### src/logic/iqr_params.svh
/*
 Holds the response byte positions, codes, data sizes and fixed field values
 of the inquiry responder. Assumes inclusion by bare name from logic files.
*/
`ifndef IQR_PARAMS_SVH
`define IQR_PARAMS_SVH

`define IQR_OP_INQUIRY 8'h12
`define IQR_PAGE_SUPPORTED 8'h00
`define IQR_PAGE_SERIAL 8'h80
`define IQR_LEN_STD 8'h6a
`define IQR_LEN_SUPPORTED 8'h06
`define IQR_LEN_SERIAL 8'h0e
`define IQR_STATUS_GOOD 8'h00
`define IQR_STATUS_CHECK 8'h02
`define IQR_SENSE_ILLEGAL 4'h5
`define IQR_SENSE_NONE 4'h0
`define IQR_QUAL_CONNECTED 3'h0
`define IQR_DEVTYPE_SEQ 5'h01
`define IQR_BAD_LUN 8'h7f
`define IQR_STD_BYTE1 8'h80
`define IQR_STD_BYTE2 8'h02
`define IQR_STD_BYTE3 8'h02
`define IQR_STD_ADDLEN 8'h65
`define IQR_STD_FLAGS 8'h10
`define IQR_SUP_PAGELEN 8'h02
`define IQR_SER_PAGELEN 8'h0a
`define IQR_BLANK 8'h20
`define IQR_STD_VENDOR 8'd8
`define IQR_STD_PRODUCT 8'd16
`define IQR_STD_REVISION 8'd32
`define IQR_STD_VSPEC 8'd36
`define IQR_STD_RSVD 8'd56
`define IQR_STD_SERIAL 8'd96
`define IQR_SER_OFFSET 8'd4
`define IQR_SERIAL_CHARS 10

`endif

### src/logic/iqr_pkg.sv
/*
 Holds the types shared by the inquiry responder files.
 Assumes nothing beyond a SystemVerilog compiler.
*/
package iqr_pkg;
  typedef struct packed {
    logic [7:0] opcode;
    logic [2:0] lun;
    logic [3:0] rsvd;
    logic vital_data_select;
    logic [7:0] page_code;
    logic [7:0] rsvd3;
    logic [7:0] alloc_len;
    logic [7:0] control;
  } iqr_cdb_s;

  typedef struct packed {
    logic [7:0] status;
    logic [3:0] sense_key;
  } iqr_result_s;

  typedef enum logic [1:0] {
    IQR_SEL_STD,
    IQR_SEL_SUPPORTED,
    IQR_SEL_SERIAL
  } iqr_sel_e;
endpackage

### src/logic/iqr_skid_buf.sv
/*
 Two-entry byte buffer with valid/ready on both sides.
 Assumes a single clock and synchronous active-high reset.
*/
`timescale 1ns/1ps
module iqr_skid_buf #(
  parameter int WIDTH = 8
) (
  input wire logic ref_clk_i,             // Clock
  input wire logic reset_i,               // Sync reset
  input wire logic [WIDTH-1:0] in_data_i, // Fill data
  input wire logic in_valid_i,            // Fill valid
  output logic in_ready_o,                // Room left
  output logic [WIDTH-1:0] out_data_o,    // Head data
  output logic out_valid_o,               // Head valid
  input wire logic out_ready_i            // Drain ready
);
  logic [WIDTH-1:0] mem_q [2];
  logic [1:0] count_q;
  logic rd_q;
  logic wr_q;
  logic push;
  logic pop;

  // Refused at elaboration, a zero-width byte lane cannot carry data
  if (WIDTH < 1) begin : g_width_check
    $error("iqr_skid_buf: WIDTH must be positive");
  end

  assign push = in_valid_i && (count_q != 2'd2);
  assign pop = out_valid_o && out_ready_i;
  assign in_ready_o = (count_q != 2'd2);
  assign out_valid_o = (count_q != 2'd0);
  assign out_data_o = mem_q[rd_q];

  always_ff @(posedge ref_clk_i) begin
    if (push) begin
      mem_q[wr_q] <= in_data_i;
    end
  end

  always_ff @(posedge ref_clk_i) begin
    if (reset_i) begin
      count_q <= 2'd0;
      rd_q <= 1'b0;
      wr_q <= 1'b0;
    end else begin
      if (push) wr_q <= ~wr_q;
      if (pop) rd_q <= ~rd_q;
      count_q <= count_q + {1'b0, push} - {1'b0, pop};
    end
  end
endmodule

### src/logic/iqr_responder.sv
/*
 Inquiry command responder: decodes a six-byte command block and streams the
 selected inquiry data through a two-entry buffer, then reports status.
 Assumes the command arrives whole on one strobe and the receiver drains
 bytes with valid/ready; string fields come in as parameters.
*/
`timescale 1ns/1ps
`include "iqr_params.svh"

////////////////////////////////////////////////////////////////////////////
module iqr_responder
  import iqr_pkg::*;
#(
  parameter logic [63:0] VENDOR_ID = 64'h4142_4344_4546_4720,
  parameter logic [127:0] PRODUCT_ID = {16{8'h20}},
  parameter logic [31:0] REVISION = 32'h3030_3030,
  parameter logic [79:0] SERIAL_NO = {10{8'h20}}
) (
  input wire logic ref_clk_i,               // 100 MHz clock
  input wire logic reset_i,                 // Sync reset, active high
  input wire iqr_pkg::iqr_cdb_s cdb_i,      // Command block
  input wire logic cdb_valid_i,             // Command strobe
  input wire logic [2:0] identify_lun_i,    // Lun from identify message
  output logic busy_o,                      // Command in progress
  output logic [7:0] data_o,                // Data In byte
  output logic data_valid_o,                // Byte valid
  input wire logic data_ready_i,            // Receiver takes byte
  output iqr_pkg::iqr_result_s result_o,    // Status and sense key
  output logic done_o                       // Status pulse
);
  import iqr_pkg::*;

  typedef enum logic [1:0] {IQR_IDLE, IQR_SEND, IQR_DRAIN, IQR_DONE} iqr_st_e;

  ////////////////////////////////////////////////////////////////////////
  iqr_st_e st_q;
  iqr_sel_e sel_q;
  logic bad_lun_q;
  logic [7:0] idx_q;
  logic [7:0] count_q;
  iqr_result_s res_q;
  logic [7:0] byte_d;
  logic buf_in_ready;
  logic buf_out_valid;
  logic [7:0] buf_out_data;
  logic push;
  logic [7:0] avail;
  logic [7:0] req_len;
  logic illegal;

  // Decode; no tape, reservation, self-test or attention input gates it
  always_comb begin
    avail = `IQR_LEN_STD;
    illegal = 1'b0;
    if (!cdb_i.vital_data_select) begin
      illegal = (cdb_i.page_code != `IQR_PAGE_SUPPORTED);
    end else if (cdb_i.page_code == `IQR_PAGE_SUPPORTED) begin
      avail = `IQR_LEN_SUPPORTED;
    end else if (cdb_i.page_code == `IQR_PAGE_SERIAL) begin
      avail = `IQR_LEN_SERIAL;
    end else begin
      illegal = 1'b1;
    end
    req_len = (cdb_i.alloc_len < avail) ? cdb_i.alloc_len : avail;
  end

  ////////////////////////////////////////////////////////////////////////
  // Byte generator
  always_comb begin
    byte_d = 8'h00;
    unique case (sel_q)
      IQR_SEL_STD: begin
        if (idx_q == 8'd0) begin
          byte_d = bad_lun_q ? `IQR_BAD_LUN
                 : {`IQR_QUAL_CONNECTED, `IQR_DEVTYPE_SEQ};
        end else if (idx_q == 8'd1) begin
          byte_d = `IQR_STD_BYTE1;
        end else if (idx_q == 8'd2) begin
          byte_d = `IQR_STD_BYTE2;
        end else if (idx_q == 8'd3) begin
          byte_d = `IQR_STD_BYTE3;
        end else if (idx_q == 8'd4) begin
          byte_d = `IQR_STD_ADDLEN;
        end else if (idx_q == 8'd7) begin
          byte_d = `IQR_STD_FLAGS;
        end else if (idx_q < `IQR_STD_VENDOR) begin
          // Reserved 05 and 06; the vendor slice would index out of range
          byte_d = 8'h00;
        end else if (idx_q < `IQR_STD_PRODUCT) begin
          byte_d = VENDOR_ID[8'd63 - 8'd8*(idx_q - `IQR_STD_VENDOR) -: 8];
        end else if (idx_q < `IQR_STD_REVISION) begin
          byte_d = PRODUCT_ID[8'd127 - 8'd8*(idx_q - `IQR_STD_PRODUCT) -: 8];
        end else if (idx_q < `IQR_STD_VSPEC) begin
          byte_d = REVISION[8'd31 - 8'd8*(idx_q - `IQR_STD_REVISION) -: 8];
        end else if (idx_q < `IQR_STD_RSVD) begin
          byte_d = `IQR_BLANK;
        end else if (idx_q >= `IQR_STD_SERIAL) begin
          byte_d = SERIAL_NO[8'd79 - 8'd8*(idx_q - `IQR_STD_SERIAL) -: 8];
        end
      end
      IQR_SEL_SUPPORTED: begin
        unique case (idx_q)
          8'd0: byte_d = {`IQR_QUAL_CONNECTED, `IQR_DEVTYPE_SEQ};
          8'd3: byte_d = `IQR_SUP_PAGELEN;
          8'd4: byte_d = `IQR_PAGE_SUPPORTED;
          8'd5: byte_d = `IQR_PAGE_SERIAL;
          default: byte_d = 8'h00;
        endcase
      end
      IQR_SEL_SERIAL: begin
        if (idx_q == 8'd0) begin
          byte_d = bad_lun_q ? `IQR_BAD_LUN
                 : {`IQR_QUAL_CONNECTED, `IQR_DEVTYPE_SEQ};
        end else if (idx_q == 8'd1) begin
          byte_d = `IQR_PAGE_SERIAL;
        end else if (idx_q == 8'd3) begin
          byte_d = `IQR_SER_PAGELEN;
        end else if (idx_q >= `IQR_SER_OFFSET) begin
          byte_d = SERIAL_NO[8'd79 - 8'd8*(idx_q - `IQR_SER_OFFSET) -: 8];
        end
      end
      default: byte_d = 8'h00;
    endcase
  end

  assign push = (st_q == IQR_SEND) && (count_q != 8'd0);

  ////////////////////////////////////////////////////////////////////////
  // Sequencer
  always_ff @(posedge ref_clk_i) begin
    if (reset_i) begin
      st_q <= IQR_IDLE;
      sel_q <= IQR_SEL_STD;
      bad_lun_q <= 1'b0;
      idx_q <= 8'h00;
      count_q <= 8'h00;
      res_q <= '0;
      done_o <= 1'b0;
      busy_o <= 1'b0;
    end else begin
      done_o <= 1'b0;
      unique case (st_q)
        IQR_IDLE: begin
          if (cdb_valid_i && cdb_i.opcode == `IQR_OP_INQUIRY) begin
            busy_o <= 1'b1;
            idx_q <= 8'h00;
            bad_lun_q <= (cdb_i.lun != 3'd0) ||
                         (identify_lun_i != 3'd0);
            sel_q <= !cdb_i.vital_data_select ? IQR_SEL_STD
                   : (cdb_i.page_code == `IQR_PAGE_SERIAL) ? IQR_SEL_SERIAL
                   : IQR_SEL_SUPPORTED;
            if (illegal) begin
              count_q <= 8'h00;
              res_q <= '{status: `IQR_STATUS_CHECK,
                         sense_key: `IQR_SENSE_ILLEGAL};
            end else begin
              count_q <= req_len;
              res_q <= '{status: `IQR_STATUS_GOOD,
                         sense_key: `IQR_SENSE_NONE};
            end
            st_q <= IQR_SEND;
          end
        end
        IQR_SEND: begin
          if (count_q == 8'd0) begin
            st_q <= IQR_DRAIN;
          end else if (buf_in_ready) begin
            idx_q <= idx_q + 8'd1;
            count_q <= count_q - 8'd1;
          end
        end
        IQR_DRAIN: begin
          // Status only after the last byte has left the buffer
          if (!buf_out_valid && !data_valid_o) begin
            st_q <= IQR_DONE;
          end
        end
        IQR_DONE: begin
          done_o <= 1'b1;
          busy_o <= 1'b0;
          st_q <= IQR_IDLE;
        end
      endcase
    end
  end

  always_ff @(posedge ref_clk_i) begin
    if (reset_i) begin
      result_o <= '0;
    end else if (st_q == IQR_DONE) begin
      result_o <= res_q; // Unit attention state lives elsewhere
    end
  end

  ////////////////////////////////////////////////////////////////////////
  // Output register after the buffer keeps data_o flop-driven
  logic out_take;
  assign out_take = buf_out_valid && (!data_valid_o || data_ready_i);

  always_ff @(posedge ref_clk_i) begin
    if (reset_i) begin
      data_valid_o <= 1'b0;
      data_o <= 8'h00;
    end else if (!data_valid_o || data_ready_i) begin
      data_valid_o <= buf_out_valid;
      if (buf_out_valid) data_o <= buf_out_data;
    end
  end

  iqr_skid_buf #(.WIDTH(8)) u_buf (
    .ref_clk_i(ref_clk_i),
    .reset_i(reset_i),
    .in_data_i(byte_d),
    .in_valid_i(push),
    .in_ready_o(buf_in_ready),
    .out_data_o(buf_out_data),
    .out_valid_o(buf_out_valid),
    .out_ready_i(out_take)
  );
endmodule

### config.mk
export PLATFORM = sky130hd
export DESIGN_NAME = iqr_responder
export DESIGN_NICKNAME = d
export VERILOG_FILES = /design/src/logic/iqr_pkg.sv /design/src/logic/iqr_skid_buf.sv /design/src/logic/iqr_responder.sv
export VERILOG_INCLUDE_DIRS = /design/src /design/src/logic
export SDC_FILE = /design/constraint.sdc
export NUM_CORES = 1
export LEC_CHECK = 0
export BUFFER_PORTS_ARGS = -buffer_cell sky130_fd_sc_hd__buf_2
export CAP_MARGIN = 10
export CORE_MARGIN = 10
export CORE_UTILIZATION = 50
export DETAILED_ROUTE_END_ITERATION = 6
export PLACE_DENSITY = 0.74
export SLEW_MARGIN = 20
export SYNTH_ARGS = -nofsm -noshare
export SYNTH_HDL_FRONTEND = slang
export SYNTH_SLANG_ARGS = --single-unit
### constraint.sdc
create_clock -name ref_clk_i -period 3.6 [get_ports ref_clk_i]
set_input_delay 0.54 -clock ref_clk_i [delete_from_list [all_inputs] [get_ports ref_clk_i]]
set_output_delay 0.54 -clock ref_clk_i [all_outputs]
set_load 0.1 [all_outputs]
==> results.md <==
* Top-area cell type share of the netlist area at 23.0%
* Worst Skew at approximately 0.0053 ns
* Die area at approximately 10,000 µm²
* # setup viols final at 0
* Post-route setup slack at 0.667 ns
* EDFF count, synth at 16
* Top-count cell post-synth: nor2_1
* Core area at 6390 µm²
* Cell taking the most area after synthesis: dfxtp_1
* I/O Buffers at 48
* LEAKAGE at about 1.5 nW
* Synth area leaders: dfxtp_1 23%, edfxtp_1 15%, ha_1 9.1%
* Cts repair resizes at 0
* Fmax at about 340 MHz
* Worst-case reg-to-reg path depth at 7
* Yosys warns at 0
* CTS Hold Bufs at 0
* Initial DRT Pass Iterations at 4
* ANT nets after route at 0
* Status: finished clean
* Width of the die at just over 100 µm
* Worst reg2reg startpoint: st_q[1]
* Global Route Usage Sum at between 10% and 20%
* DP Worst Slack at 0.356 ns
* Fin. Hold Viols at 0
* CTS root buf: clkbuf_8
* Predominant post-synthesis flop cell: dfxtp_1
* # DRC at 0
* # fillers at 591
* #FFs+latches synth at 54
* Initial Utilization at about half
* Syn Std Cell Area at 3310 µm²
* Wirelength per Cell at 14.6 µm
* Pwr/cell area at 636 nW/µm²
* Row count at 29
* Vias at about 2,700
* Worst setup EP type: flop
* Synthesized netlist cell count at 361
* Data arrival, critical path at between 3 and 4 ns
* Distinct cells, synth at between 60 and 70
* Cell Chain, Critical Path: buf_2 > nor4_1 > nand3_1 > nor2_1 > ha_1 > a211oi_1 > a21oi_1 > a2111oi_4 > mux2_2 > o21ai_0
* Slew HR at 55.4%
* Initial DRC Count at roughly 130
* Clock sink total at 54
* Clk pin slew, worst setup/hold paths at 0.10 ns
* Layout area overhead at 9.53%
* Max cap viols at 0
* Final layout net count at 479
* # diodes at 0
* Setup Fix Bufs, Post-CTS at 0
* Routed WL at around 7000 µm
* DP HPWL at 5440 µm
* Buf/Inv on CP at 1
* Ports at 78
* Worst Path Max Fanout at 7
* Top delay family on crit path: compound AO/OA/AOI/OAI gates
* Routability congestion estimate at 0.884
* Initial antenna violation count at 0
* Fin crit period at 2.93 ns
* CP max stage delay at 0.57 ns
* GR Overflow Total at 0
* Crit path max-delay cell type: a2111oi_4
* Req. time, crit path at 3.84 ns
* CTS tree: built
* Hold Crit Start: busy_o
* Reg-to-Reg End: count_q[3]
* Hold Path Depth at 2
* CTS max path bufs at 2
* Synth Area per Inst at a little over 9 µm²
* Worst VDD drop at ~780 µV
* Wire length of the first global-routing pass at 11,900 µm
* Type of the worst min-delay path: flop to flop
* Vias per inst at about 5.6
* Vias in the first global route at about 2,600
* Setup repair after global routing missed its margin: false
* # H-tree levels at 2
* Largest net degree at the start of global routing at 35
* Final worst-path cycle share at between 80% and 90%
* Pin slew with the least headroom to its limit at 0.668 ns
* Worst Setup Path Type: primary input to flop
* Register area share after synthesis at a little under two fifths
* Setup_tns at 0 ns
* Later-pin clock latency in the skew report at slightly above 0.3 ns
* Worst Hold End: busy_o
* CP startpoint kind: primary input
* Async SR Flop Fraction at 0%
* Synth cell count leaders: 41 x nor2_1, 38 x dfxtp_1, 24 x ha_1
* CTS Buf Count at 5
* Reg2reg setup slack at 0.95 ns
* Die Height at 101 µm
* Share of cells above drive strength 1 at 17.7%
* Slew Limit Fails at 0
==> layer usage <==
layer	global-route usage, %	routed length (µm)
met1	16.7	3050
met2	23.1	3480
met5	0	0
met3	3.68	361
met4	4.07	72
==> worst min-delay path, stage by stage, from the launching register on <==
cell and delay, ns:
dfxtp_1 0.34, a21oi_1 0.06, nor2_1 0.07
==> worst max path at each step <==
stage,from,endpoint,slack (ns),cells after the start
2_1_floorplan,cdb_i[26],count_q[3],0.61,9
3_3_place_gp,cdb_i[26],count_q[3],0.45,10
3_5_place_dp,cdb_i[26],count_q[3],0.36,10
4_1_cts,cdb_i[26],count_q[3],0.67,10
5_1_grt,cdb_i[26],count_q[3],0.33,10
6_report,cdb_i[26],count_q[3],0.67,10
==> placed cells by master (no fill, tap or decap), drive strengths merged, types with 3 or more instances in the layout <==
cell	netlist	routed
buf	16	51
nor2	41	41
dfxtp	38	38
ha	24	24
nand2	23	23
inv	19	20
a21oi	18	18
edfxtp	16	16
mux2i	15	15
nand3	13	13
o21ai	13	13
xnor2	12	12
a211oi	9	9
conb	1	9
nor4	9	9
nor3	8	8
nand2b	6	6
nor2b	6	6
nand4	6	6
clkbuf	11	5
or4	4	4
o21a	3	3
nand3b	3	3
a31oi	3	3
a22oi	3	3
o32a	3	3
and2	3	3
a221oi	3	3
a2111oi	3	3
==> per-stage QoR <==
step           std cells  hold slack (ns)  power [mW]  instance area [µm²]  utilization, %
2_1_floorplan        369            0.463        1.80                 3340               -
3_3_place_gp         470            0.468        1.95                 3540            55.4
3_5_place_dp         470            0.478        1.98                 3540            55.4
4_1_cts              478            0.494        2.32                 3620            56.8
5_1_grt              478            0.518        2.46                 3620            56.8
6_report             478            0.499        2.30                 3620            56.8
==> sequential cells by signal (all words and copies together), names as in the netlist, 2 cells and up <==
name,count
count_q,8
data_o,8
idx_q,8
sel_q,2
st_q,2
u_buf.count_q,2
u_buf.mem_q,16
==> where the power goes <==
group	switching (mW)	leakage [nW]	internal [mW]	total, mW
Clock	0.206	0.0422	0.137	0.343
Sequential	0.0797	0.447	0.729	0.808
Combinational	0.834	0.965	0.320	1.15
==> area by class of cell <==
| class | count | area [µm²] | area share (%) |
|---|---|---|---|
| repair buffers | 51 | 263 | 7.25 |
| inverters | 19 | 71.3 | 1.97 |
| clock buffers | 5 | 68.8 | 1.90 |
| flip-flops and latches | 54 | 1240 | 34.2 |
| well taps | 77 | 96.3 | 2.66 |
| multi-input cells | 269 | 1860 | 51.4 |
| clock inverters | 3 | 20.0 | 0.552 |
==> cells by family after synthesis <==
family                     share of synthesized area [%]
AOI/OAI and AO/OA                                   16.2
adders and majority gates                           9.07
muxes                                               4.88
other                                              0.113
and+or+nand+nor                                     21.4
buffers and inverters                               7.07
DFF                                                 37.5
xor gates and xnor gates                            3.71
Power figures use the tool's default switching activity.
